**config.mk**
```make
export PLATFORM = sky130hd
export DESIGN_NAME = capture_frame_ctrl
export DESIGN_NICKNAME = d
export VERILOG_FILES = /design/src/capture_frame_ctrl.v /design/src/edge_sync.v
export VERILOG_INCLUDE_DIRS = /design/src
export SDC_FILE = /design/constraint.sdc
export NUM_CORES = 1
export LEC_CHECK = 0
export BUFFER_PORTS_ARGS = -buffer_cell sky130_fd_sc_hd__buf_2
export CORE_UTILIZATION = 55
export DETAILED_ROUTE_END_ITERATION = 8
export GPL_TIMING_DRIVEN = 0
export PLACE_DENSITY = 0.74
export SLEW_MARGIN = 20
export SYNTH_ARGS = -nofsm -noshare
export SYNTH_HDL_FRONTEND = slang
export SYNTH_SLANG_ARGS = --single-unit
```
**constraint.sdc**
```tcl
create_clock -name clock_in -period 3 [get_ports clock_in]
set_clock_uncertainty 0.2 [all_clocks]
set_input_delay 0.45 -clock clock_in [delete_from_list [all_inputs] [get_ports clock_in]]
set_output_delay 0.45 -clock clock_in [all_outputs]
set_load 0.01 [all_outputs]
```
**src/capture_consts.vh**
```
// constants for the sensor capture frame control block
// Behaviour
// - operate only while frame_sync_enable is set (sync oe outputs follow master mode regardless)
// - early enable keeps previously held address
// - capture frames continuously until enable cleared
// - clearing enable aborts current frame at once
// - master mode starts frame immediately on enable
// - slave mode follows external syncs, waits data
// - three interrupts, only while enabled
// - line interrupt after programmed line count
// - polarity picks frame sync start edge
// - embedded sync gives frame sync per field (BIT_EMBEDDED is stored in the mode register but unused)
// - field irq on pin fall, both enables
// - parity flag set on even field
// - shadow reads latest write, applies on latch
// - latch mode selects shadowed or immediate
// - selectable set includes write enable, address
`ifndef CAPTURE_CONSTS_VH
`define CAPTURE_CONSTS_VH
// register offsets
`define REG_SYNC_CTRL 4'h0
`define REG_MODE 4'h1
`define REG_CONFIG 4'h2
`define REG_ADDR_HIGH 4'h3
`define REG_ADDR_LOW 4'h4
`define REG_LINE_IRQ 4'h5
`define REG_STATUS 4'h6
`define REG_FRAMING_A 4'h7
`define REG_FRAMING_B 4'h8
`define REG_LINE_TOTAL 4'h9
// sync control fields
`define BIT_FRAME_SYNC_EN 0
`define BIT_MEM_WRITE_EN 1
// mode fields
`define BIT_SYNC_POL 0
`define BIT_EXT_GATE_EN 1
`define BIT_MASTER 2
`define BIT_EMBEDDED 3
`define BIT_INTERLACE 4
// config fields
`define BIT_LATCH_MODE 0
`define BIT_YC_SWAP 1
// status fields
`define BIT_FIELD_PARITY 0
`define BIT_CAPTURING 1
`define BIT_WRITE_ACTIVE 2
// master sync generator reset totals
`define LINE_TOTAL_RST 16'h0010
`define PIXEL_TOTAL_RST 16'h0020
`endif

```
**src/capture_frame_ctrl.v**
```verilog
// frame level control of the sensor capture controller
`timescale 1ns/1ps
`include "capture_consts.vh"
module capture_frame_ctrl (
  // clock and reset
  input wire clock_in,
  input wire sys_rst_in,
  // register port
  input wire [3:0] reg_addr_in,
  input wire [31:0] reg_wdata_in,
  input wire reg_wr_in,
  input wire reg_rd_in,
  output reg [31:0] reg_rdata_out,
  // sensor link pins
  input wire pixel_clock_in,
  input wire line_sync_in,
  input wire frame_sync_in,
  input wire field_id_in,
  input wire cam_gate_field_pin_in,
  output reg line_sync_out,
  output reg line_sync_oe_out,
  output reg frame_sync_out,
  output reg frame_sync_oe_out,
  // memory write path
  output reg mem_write_gate_out,
  output reg [31:0] mem_addr_out,
  output reg frame_start_out,
  // interrupts
  output reg line_irq_a_out,
  output reg line_irq_b_out,
  output reg field_write_irq_out
);
  // ************************************************************
  // pin synchronisers
  // ************************************************************
  wire pclk_rise;
  wire hs_rise;
  wire vs_rise, vs_fall;
  wire fid_lvl;
  wire gate_lvl, gate_fall;
  // pixel clock, only its rising edge times the generator
  edge_sync u_pclk (
    .clock_in(clock_in),
    .sys_rst_in(sys_rst_in),
    .async_in(pixel_clock_in),
    .level_out(),
    .rise_out(pclk_rise),
    .fall_out()
  );
  // external line sync, counted on its rising edge
  edge_sync u_hs (
    .clock_in(clock_in),
    .sys_rst_in(sys_rst_in),
    .async_in(line_sync_in),
    .level_out(),
    .rise_out(hs_rise),
    .fall_out()
  );
  // external frame sync, both edges for the polarity choice
  edge_sync u_vs (
    .clock_in(clock_in),
    .sys_rst_in(sys_rst_in),
    .async_in(frame_sync_in),
    .level_out(),
    .rise_out(vs_rise),
    .fall_out(vs_fall)
  );
  // field id level, read at each frame start
  edge_sync u_fid (
    .clock_in(clock_in),
    .sys_rst_in(sys_rst_in),
    .async_in(field_id_in),
    .level_out(fid_lvl),
    .rise_out(),
    .fall_out()
  );
  // write gate pin, level gates writes and fall raises the irq
  edge_sync u_gate (
    .clock_in(clock_in),
    .sys_rst_in(sys_rst_in),
    .async_in(cam_gate_field_pin_in),
    .level_out(gate_lvl),
    .rise_out(),
    .fall_out(gate_fall)
  );

  // ************************************************************
  // registers
  // ************************************************************
  reg frame_sync_enable_q;
  reg memory_write_enable_q;
  reg [4:0] mode_q;
  reg [1:0] config_q;
  reg [15:0] addr_high_q;
  reg [15:0] addr_low_q;
  reg [15:0] irq_cnt_a_q;
  reg [15:0] irq_cnt_b_q;
  reg [31:0] framing_a_q;
  reg [31:0] framing_b_q;
  reg [15:0] line_total_q;
  reg [15:0] pixel_total_q;
  // active copies of the selectable set
  reg act_write_enable_q;
  reg [31:0] act_addr_q;
  reg [31:0] act_framing_a_q;
  reg [31:0] act_framing_b_q;
  reg [15:0] act_line_total_q;
  reg [15:0] act_pixel_total_q;
  // frame state
  reg field_parity_q;
  reg capturing_q;
  reg [15:0] line_cnt_q;
  reg [15:0] gen_pix_q;
  reg [15:0] gen_line_q;

  wire latch_mode = config_q[`BIT_LATCH_MODE];
  wire sync_pol = mode_q[`BIT_SYNC_POL];
  wire ext_gate_en = mode_q[`BIT_EXT_GATE_EN];
  wire master_mode = mode_q[`BIT_MASTER];
  wire interlace = mode_q[`BIT_INTERLACE];
  wire enable_rise;
  reg enable_prev_q;
  assign enable_rise = frame_sync_enable_q & ~enable_prev_q;

  // master sync generator edges, timed by the pixel clock
  wire gen_line_end = pclk_rise & (gen_pix_q == act_pixel_total_q);
  wire gen_frame_end = gen_line_end & (gen_line_q == act_line_total_q);

  // selected frame start edge and line pulses
  wire ext_start = sync_pol ? vs_fall : vs_rise;
  wire frame_start = master_mode ? (enable_rise | gen_frame_end) : ext_start;
  wire line_pulse = master_mode ? gen_line_end : hs_rise;
  wire latch_evt = frame_sync_enable_q & frame_start;

  // software register writes
  always @(posedge clock_in) begin
    if (sys_rst_in) begin
      frame_sync_enable_q <= 1'b0;
      memory_write_enable_q <= 1'b0;
      mode_q <= 5'h00;
      config_q <= 2'h0;
      addr_high_q <= 16'h0000;
      addr_low_q <= 16'h0000;
      irq_cnt_a_q <= 16'h0000;
      irq_cnt_b_q <= 16'h0000;
      framing_a_q <= 32'h00000000;
      framing_b_q <= 32'h00000000;
      line_total_q <= `LINE_TOTAL_RST;
      pixel_total_q <= `PIXEL_TOTAL_RST;
    end else if (reg_wr_in) begin
      if (reg_addr_in == `REG_SYNC_CTRL) begin
        frame_sync_enable_q <= reg_wdata_in[`BIT_FRAME_SYNC_EN];
        memory_write_enable_q <= reg_wdata_in[`BIT_MEM_WRITE_EN];
      end else if (reg_addr_in == `REG_MODE) begin
        mode_q <= reg_wdata_in[4:0];
      end else if (reg_addr_in == `REG_CONFIG) begin
        config_q <= reg_wdata_in[1:0];
      end else if (reg_addr_in == `REG_ADDR_HIGH) begin
        addr_high_q <= reg_wdata_in[15:0];
      end else if (reg_addr_in == `REG_ADDR_LOW) begin
        addr_low_q <= reg_wdata_in[15:0];
      end else if (reg_addr_in == `REG_LINE_IRQ) begin
        irq_cnt_a_q <= reg_wdata_in[15:0];
        irq_cnt_b_q <= reg_wdata_in[31:16];
      end else if (reg_addr_in == `REG_FRAMING_A) begin
        framing_a_q <= reg_wdata_in;
      end else if (reg_addr_in == `REG_FRAMING_B) begin
        framing_b_q <= reg_wdata_in;
      end else if (reg_addr_in == `REG_LINE_TOTAL) begin
        line_total_q <= reg_wdata_in[15:0];
        pixel_total_q <= reg_wdata_in[31:16];
      end
    end
  end

  // ************************************************************
  // shadow latching of the selectable set
  // ************************************************************
  always @(posedge clock_in) begin
    if (sys_rst_in) begin
      act_write_enable_q <= 1'b0;
      act_addr_q <= 32'h00000000;
      act_framing_a_q <= 32'h00000000;
      act_framing_b_q <= 32'h00000000;
      act_line_total_q <= `LINE_TOTAL_RST;
      act_pixel_total_q <= `PIXEL_TOTAL_RST;
    end else if (latch_mode | latch_evt) begin
      act_write_enable_q <= memory_write_enable_q;
      act_addr_q <= {addr_high_q, addr_low_q};
      act_framing_a_q <= framing_a_q;
      act_framing_b_q <= framing_b_q;
      act_line_total_q <= line_total_q;
      act_pixel_total_q <= pixel_total_q;
    end
  end

  // ************************************************************
  // frame state and master sync generator
  // ************************************************************
  always @(posedge clock_in) begin
    if (sys_rst_in) begin
      enable_prev_q <= 1'b0;
      capturing_q <= 1'b0;
      field_parity_q <= 1'b0;
      line_cnt_q <= 16'h0000;
      gen_pix_q <= 16'h0000;
      gen_line_q <= 16'h0000;
    end else begin
      enable_prev_q <= frame_sync_enable_q;
      if (!frame_sync_enable_q) begin
        capturing_q <= 1'b0;
        line_cnt_q <= 16'h0000;
        gen_pix_q <= 16'h0000;
        gen_line_q <= 16'h0000;
      end else begin
        if (frame_start) begin
          capturing_q <= 1'b1;
          line_cnt_q <= 16'h0000;
        end else if (line_pulse && line_cnt_q != 16'hFFFF) begin
          line_cnt_q <= line_cnt_q + 16'h0001;
        end
        if (pclk_rise) begin
          if (gen_line_end) begin
            gen_pix_q <= 16'h0000;
            gen_line_q <= gen_frame_end ? 16'h0000 : gen_line_q + 16'h0001;
          end else begin
            gen_pix_q <= gen_pix_q + 16'h0001;
          end
        end
      end
      // parity takes the inverted field id when interlaced, else toggles per field
      if (frame_sync_enable_q && frame_start) begin
        field_parity_q <= interlace ? ~fid_lvl : ~field_parity_q;
      end
    end
  end

  // ************************************************************
  // outputs
  // ************************************************************
  always @(posedge clock_in) begin
    if (sys_rst_in) begin
      line_sync_out <= 1'b0;
      line_sync_oe_out <= 1'b0;
      frame_sync_out <= 1'b0;
      frame_sync_oe_out <= 1'b0;
      mem_write_gate_out <= 1'b0;
      mem_addr_out <= 32'h00000000;
      frame_start_out <= 1'b0;
      line_irq_a_out <= 1'b0;
      line_irq_b_out <= 1'b0;
      field_write_irq_out <= 1'b0;
    end else begin
      line_sync_oe_out <= master_mode;
      frame_sync_oe_out <= master_mode;
      line_sync_out <= master_mode & frame_sync_enable_q & (gen_pix_q == 16'h0000);
      frame_sync_out <= master_mode & frame_sync_enable_q & (gen_line_q == 16'h0000);
      mem_write_gate_out <= frame_sync_enable_q & capturing_q & act_write_enable_q &
        (~ext_gate_en | gate_lvl);
      mem_addr_out <= act_addr_q;
      frame_start_out <= latch_evt;
      // line count interrupts, pulses only while enabled
      line_irq_a_out <= frame_sync_enable_q & capturing_q & line_pulse &
        (line_cnt_q + 16'h0001 == irq_cnt_a_q);
      line_irq_b_out <= frame_sync_enable_q & capturing_q & line_pulse &
        (line_cnt_q + 16'h0001 == irq_cnt_b_q);
      field_write_irq_out <= frame_sync_enable_q & ext_gate_en & gate_fall;
    end
  end

  // read data one cycle after the strobe
  always @(posedge clock_in) begin
    if (sys_rst_in) begin
      reg_rdata_out <= 32'h00000000;
    end else if (reg_rd_in) begin
      if (reg_addr_in == `REG_SYNC_CTRL) begin
        reg_rdata_out <= {30'h0, memory_write_enable_q, frame_sync_enable_q};
      end else if (reg_addr_in == `REG_MODE) begin
        reg_rdata_out <= {27'h0, mode_q};
      end else if (reg_addr_in == `REG_CONFIG) begin
        reg_rdata_out <= {30'h0, config_q};
      end else if (reg_addr_in == `REG_ADDR_HIGH) begin
        reg_rdata_out <= {16'h0, addr_high_q};
      end else if (reg_addr_in == `REG_ADDR_LOW) begin
        reg_rdata_out <= {16'h0, addr_low_q};
      end else if (reg_addr_in == `REG_LINE_IRQ) begin
        reg_rdata_out <= {irq_cnt_b_q, irq_cnt_a_q};
      end else if (reg_addr_in == `REG_STATUS) begin
        reg_rdata_out <= {29'h0, act_write_enable_q, capturing_q, field_parity_q};
      end else if (reg_addr_in == `REG_FRAMING_A) begin
        reg_rdata_out <= framing_a_q;
      end else if (reg_addr_in == `REG_FRAMING_B) begin
        reg_rdata_out <= framing_b_q;
      end else if (reg_addr_in == `REG_LINE_TOTAL) begin
        reg_rdata_out <= {pixel_total_q, line_total_q};
      end else begin
        reg_rdata_out <= 32'h00000000;
      end
    end else begin
      reg_rdata_out <= 32'h00000000;
    end
  end
endmodule

```
**src/edge_sync.v**
```verilog
// two flop synchroniser with edge detection
`timescale 1ns/1ps
module edge_sync (
  // clock and reset
  input wire clock_in,
  input wire sys_rst_in,
  // asynchronous level
  input wire async_in,
  // synchronised level and edges
  output reg level_out,
  output reg rise_out,
  output reg fall_out
);
  reg meta_q;
  reg sync_q;
  // first flop feeds only the second
  always @(posedge clock_in) begin
    if (sys_rst_in) begin
      meta_q <= 1'b0;
      sync_q <= 1'b0;
      level_out <= 1'b0;
      rise_out <= 1'b0;
      fall_out <= 1'b0;
    end else begin
      meta_q <= async_in;
      sync_q <= meta_q;
      level_out <= sync_q;
      rise_out <= sync_q & ~level_out;
      fall_out <= ~sync_q & level_out;
    end
  end
endmodule

```
======== After elaboration in Yosys (flattened, before gate mapping) ========
Cells that the tools add are included.
operators by class
  add/sub/neg operators ................... 3
  equal/unequal tests ..................... 14
  muxes and demuxes ....................... 16
  bitwise logic cells ..................... 42
  reduce and logical (&&, ||, !) cells .... 21
operators by type and width
  cell                                                 count
  two-way mux 32 bit                                   5
  equality test 16 bit                                 4
  two-way mux 16 bit                                   4
  adder 16 x 1 -> 16 bit, second input constant        3
  logical NOT 16 bit                                   2
  AND 1 bit                                            20
  NOT 1 bit                                            19
  equality test 4 x 3 -> 1 bit, second input constant  4
  inequality test 16 bit, second input constant        1
  two-way mux 5 bit                                    2
  AND reduction 10 bit                                 1
  AND reduction 9 bit                                  1
  equality test 4 x 2 -> 1 bit, second input constant  2
  equality test 4 bit, second input constant           2
  AND reduction 8 bit                                  1
  AND reduction 7 bit                                  1
  OR reduction 7 bit                                   1
  AND reduction 6 bit                                  1
  OR reduction 3 bit                                   2
  AND reduction 5 bit                                  1
  OR reduction 5 bit                                   1
  equality test 4 x 1 -> 1 bit, second input constant  1
  logical NOT 4 bit                                    1
  two-way mux 1 bit                                    4
  7 further kinds                                      12
storage, ports and cells
  bits in registers ....................... 377
  bits of input ports ..................... 45
  output and inout port bits .............. 73
  logic and storage cells ................. 151

======== Logic depth before layout (Yosys ltp) ========
  depth after elaboration ................. 11
  mapped depth ............................ 9
  gate-level depth less buffers ........... 7

======== Hierarchy ========
Synthesis repeated with hierarchy kept, for this count alone.
unflattened totals
  cell total of the unflattened synthesis .. 1950
  area total of the unflattened synthesis .. 16265.6 sq um
by module, submodules not included
  module              times used  cells each  area each (sq um)  seq. area each (sq um)
  capture_frame_ctrl  1           1900        15596.2            7146.9
  edge_sync           5           10          133.9              100.1

======== Worst setup path before layout ========
No wires, ideal clock.
  path type ............................... reg2reg
  from .................................... register gen_line_q[3]
  to ...................................... register act_addr_q[10]
  setup time .............................. 121 ps
  arrival time ............................ 2162 ps
  required time ........................... 2679 ps
  setup slack ............................. 517 ps
  stages on the path, launching flop included .. 9
  path buffers ............................ 2
  clock period less this slack ............ 2483 ps
  cell sequence ........................... dfxtp_1 -> clkbuf_1 -> xor2_1 -> nor4_1 -> nand4_1 -> nor3b_2 -> a211o_1 -> buf_4 -> mux2_2
on the way
  cells in the longest elaborated chain, start to end .. 6
ends and longest elaborated chain
  element                 RTL line                  RTL
  start, declared         capture_frame_ctrl.v:114  reg [15:0] gen_line_q;
  start signal, assigned  capture_frame_ctrl.v:225  gen_line_q <= gen_frame_end ? 16'h0000 : gen_line_q + 16'h0001;
  equality test 16 bit    capture_frame_ctrl.v:127  wire gen_frame_end = gen_line_end & (gen_line_q == act_line_total_q);
  AND 1 bit               capture_frame_ctrl.v:127
  bitwise OR 1 bit        capture_frame_ctrl.v:131  wire frame_start = master_mode ? (enable_rise | gen_frame_end) : ext_start;
  two-way mux 1 bit       capture_frame_ctrl.v:131
  AND 1 bit               capture_frame_ctrl.v:133  wire latch_evt = frame_sync_enable_q & frame_start;
  bitwise OR 1 bit        capture_frame_ctrl.v:187  end else if (latch_mode | latch_evt) begin
  end signal, assigned    capture_frame_ctrl.v:189  act_addr_q <= {addr_high_q, addr_low_q};
  end, declared           capture_frame_ctrl.v:104  reg [31:0] act_addr_q;
No other way between the ends.
A chain may end at the register's enable or synchronous reset.

======== Worst setup path in the final report ========
  from .................................... input reg_addr_in[3]
  to ...................................... register reg_rdata_out[0]
on the way
  cells in the longest elaborated chain, start to end .. 11
  elaborated cells between the ends (all ways) .. 20
  classes of those cells .................. eq/ne (9); mux (10); reduce/logical (1)
ends and longest elaborated chain
  element                        RTL line                  RTL
  start, declared                capture_frame_ctrl.v:9    input wire [3:0] reg_addr_in,
  equality test 4 bit (no line)  --
  two-way mux 32 bit             capture_frame_ctrl.v:294  end else if (reg_addr_in == `REG_LINE_TOTAL) begin
  two-way mux 32 bit             capture_frame_ctrl.v:292  end else if (reg_addr_in == `REG_FRAMING_B) begin
  two-way mux 32 bit             capture_frame_ctrl.v:290  end else if (reg_addr_in == `REG_FRAMING_A) begin
  two-way mux 32 bit             capture_frame_ctrl.v:288  end else if (reg_addr_in == `REG_STATUS) begin
  two-way mux 32 bit             capture_frame_ctrl.v:286  end else if (reg_addr_in == `REG_LINE_IRQ) begin
  two-way mux 16 bit             capture_frame_ctrl.v:284  end else if (reg_addr_in == `REG_ADDR_LOW) begin
  two-way mux 16 bit             capture_frame_ctrl.v:282  end else if (reg_addr_in == `REG_ADDR_HIGH) begin
  two-way mux 5 bit              capture_frame_ctrl.v:280  end else if (reg_addr_in == `REG_CONFIG) begin
  two-way mux 5 bit              capture_frame_ctrl.v:278  end else if (reg_addr_in == `REG_MODE) begin
  two-way mux 2 bit *            capture_frame_ctrl.v:276  if (reg_addr_in == `REG_SYNC_CTRL) begin
  end signal, assigned           capture_frame_ctrl.v:277  reg_rdata_out <= {30'h0, memory_write_enable_q, frame_sync_enable_q};
  end signal, assigned           capture_frame_ctrl.v:279  reg_rdata_out <= {27'h0, mode_q};
  end signal, assigned           capture_frame_ctrl.v:281  reg_rdata_out <= {30'h0, config_q};
  end, declared                  capture_frame_ctrl.v:13   output reg [31:0] reg_rdata_out,
Every way passes the cells marked *; elsewhere a longest branch is shown, timed or not.

==> results.txt <==
Status = finished, final reports clean
Synth area leader = dfxtp_1
Detail-routed via count per cell = 5.787
Register area share after synthesis = 47.74%
Initial antenna violation count = 1
F_max = 0.3501 GHz
Syn. warnings = 0
Reg2Reg Launch Point = line_cnt_q[1]
RSZ-0062 raised after global routing = no
Maximum clock path buffer count = 3
Nets = 2066
Skew-Pair Late Insertion Delay = 540 ps
Final-report max-slew violation count = 0
Share of cells above drive strength 1 = 12.07%
Flop pwr share = 49.6%
H-tree depth = 2
# rows = 61
CP endpoint kind = flip-flop
Initial DRC count = 1287
Most common cell after layout, fill and taps aside = nand2_1
Netlist cell types = 63
Synth async-reset ratio = 0%
Synth top area share = 47.74%
#FFs+latches synth = 377
Max cap viols = 0
RR Endpoint = line_irq_a_out
Clk slew on worst S/H paths = 60 ps
R2R depth = 7
Part of the power in the clock network = 46.1%
Gate Count Post-Synth = 1841
Layout Utilization = 65.58%
CTS tree = yes
Most frequent cells in the layout = nand2_1, dfxtp_1, a21oi_1
Gr usage total = 32.30%
Area grow syn2layout = 16.21%
WL final = 47.58 mm
Drt drc = 0
Adder-cell share of the synthesized area = 0.5224%
DRT Pass-1 Iters = 6
Largest family of logic cells by synthesized area = simple AND/OR/NAND/NOR gates
Starting Density = 56.43%
Chip width = 171.5 microns
Sw frac = 22.85%
Ports = 118
Vias in the first global route = 13200
Synth Area in Compound Gates = 14.68%
Root buffer cell = clkbuf_16
Startpoint Class = input pin
Slew Limit Headroom = 26.46%
IO Port Bufs = 114
DR WL/cell = 19.60 microns
Multi-input logic area = 7669 sq um
Flop2flop setup slack = 170 ps
Hold Fails Final Rpt = 0
Area contributors post-synth = dfxtp_1, nand2_1, a21oi_1
Dpl ws = -300.6 ps
Floorplan core area = 28010 sq um
Grt total ovfl = 0
Post-synth EDFFs = 0
Switch Pwr = 2.338 mW
Mux cell area share after synthesis = 5.010%
Simple-Gate Fraction of Synth Area = 22.97%
CP Class = in2reg
Critical path fanouts, max = 10
Worst slew pin tran = 1094 ps
ANT nets after route = 0
Final setup viols = 0
XOR/XNOR Fraction of Synth Area = 5.050%
First-pass GRT wire length = 72.96 mm
CTS Sinks = 377
Die ar. = 29420 sq um
Tcrit/Tclk final = 95.21%
Worst path arrival time = 3050 ps
Syn avg cell area = 8.586 sq um
Register area = 7547 sq um
Total power = 10.24 mW
Routability cong. = 0.9603
Fillers = 2364
Clock buffer count from CTS = 39
Largest net degree at the start of global routing = 15
CP endpoint = reg_rdata_out[0]
Primary FF master, synth = dfxtp_1
Chip height = 171.5 microns
Combinational share of power = 4.2%
Hpwl dp = 35.30 mm
Vias = 14050
Hold Path Class = in2reg
Min Tclk post-route = 2856 ps
LEAKAGE = 6.797 nW
Final worst slack = 143.7 ps
PD cells = 557.2 nW/um^2
Crit path from = reg_addr_in[3]
VDD IR-drop max = 0.0004218 V
Mapped cell area = 15810 sq um
P_int = 7.897 mW
CP required = 3200 ps
Syn Nets = 1891
## what timing repair did
item | 4_1_cts | 5_1_grt
endpoints found under the hold margin | 54 | 0
setup buffers | 2 | 0
pin swaps | 1 | 0
hold buffers | 20 | 0
setup endpoints to repair | 40 | 55
gates resized for setup | 3 | 11
## per-stage QoR
step,area (sq um),cells,hold WS (ps),setup TNS (ps)
finish,18370,2427,22.50,0
global route,18370,2425,17.74,0
CTS,18340,2427,5.013,0
detailed placement,16850,2333,175.1,-5347
global placement,16850,2333,177.8,-4919
floorplan,15810,1841,167.4,0
## worst min-delay path by stage
stage                           from         endpoint  cells after the start
finish               reg_wdata_in[7]   irq_cnt_a_q[7]                      3
global route        reg_wdata_in[21]  framing_a_q[21]                      3
CTS                 reg_wdata_in[11]  framing_a_q[11]                      3
global placement      u_hs.level_out    u_hs.rise_out                      1
floorplan             u_hs.level_out    u_hs.rise_out                      1
detailed placement  u_pclk.level_out  u_pclk.rise_out                      1
## synthesized netlist by cell type, drive strengths merged (24+ instances only)
| cell type | n |
|---|---|
| nor2b | 89 |
| nand3 | 32 |
| xnor2 | 36 |
| xor2 | 50 |
| mux2 | 33 |
| dfxtp | 377 |
| clkbuf | 111 |
| nand2 | 380 |
| mux2i | 42 |
| inv | 24 |
| a21oi | 224 |
| nand2b | 72 |
| a22oi | 67 |
| nor2 | 51 |
| o21ai | 29 |
## logic make-up (layout without fill, tap and decap cells)
group | Yosys count | after routing
xor+xnor | 88 | 88
flops | 377 | 377
mux | 75 | 75
fa+ha+maj | 7 | 7
buf+inv | 158 | 364
compound gates | 390 | 390
simple gates | 746 | 746
other cells | 0 | 2
## final cells by class
cell class / count / area share (%)
Multi-Input combinational cell: 1306 / 41.75
Sequential cell: 377 / 41.08
Clock buffer: 59 / 6.382
Timing Repair Buffer: 136 / 4.277
Buffer: 131 / 2.922
Tap cell: 378 / 2.575
Inverter: 25 / 0.5108
Clock inverter: 13 / 0.4768
Antenna cell: 2 / 0.02724
## flip-flops by register name, indices dropped and copies added (netlist names), 2 cells and up
signal	flops
line_cnt_q	16
pixel_total_q	16
config_q	2
gen_pix_q	16
framing_b_q	32
addr_high_q	16
act_pixel_total_q	16
line_total_q	16
act_addr_q	32
irq_cnt_b_q	16
irq_cnt_a_q	16
reg_rdata_out	32
framing_a_q	32
gen_line_q	16
addr_low_q	16
mem_addr_out	32
mode_q	5
act_line_total_q	16
## worst max-delay path, stage by stage
cell and delay [ps]:
buf_2 110, clkbuf_1 340, nand2b_1 170, nor3_1 390, clkbuf_1 490, clkbuf_1 560, a32oi_1 150, a31oi_1 390
## power groups by stage
| stage | clock [mW] | combinational [mW] | sequential, mW |
|---|---|---|---|
| after floorplan | 0 | 0.226 | 5.18 |
| final | 4.72 | 0.432 | 5.08 |
| after global routing | 4.97 | 0.462 | 5.08 |
| after global placement | 0 | 0.393 | 5.19 |
| after CTS | 4.76 | 0.420 | 5.08 |
| after detailed placement | 0 | 0.398 | 5.19 |
## routing by layer
layer / share of wire [%] / up-vias / GRT usage (%)
li1: - / 6663 / -
met1: 43 / 6668 / 43.49
met2: 46 / 622 / 52.10
met3: 8.7 / 93 / 5.729
met4: 2.7 / 0 / 10.87
met5: 0 / - / 0
Note: power is estimated with default switching activity, not from simulation.
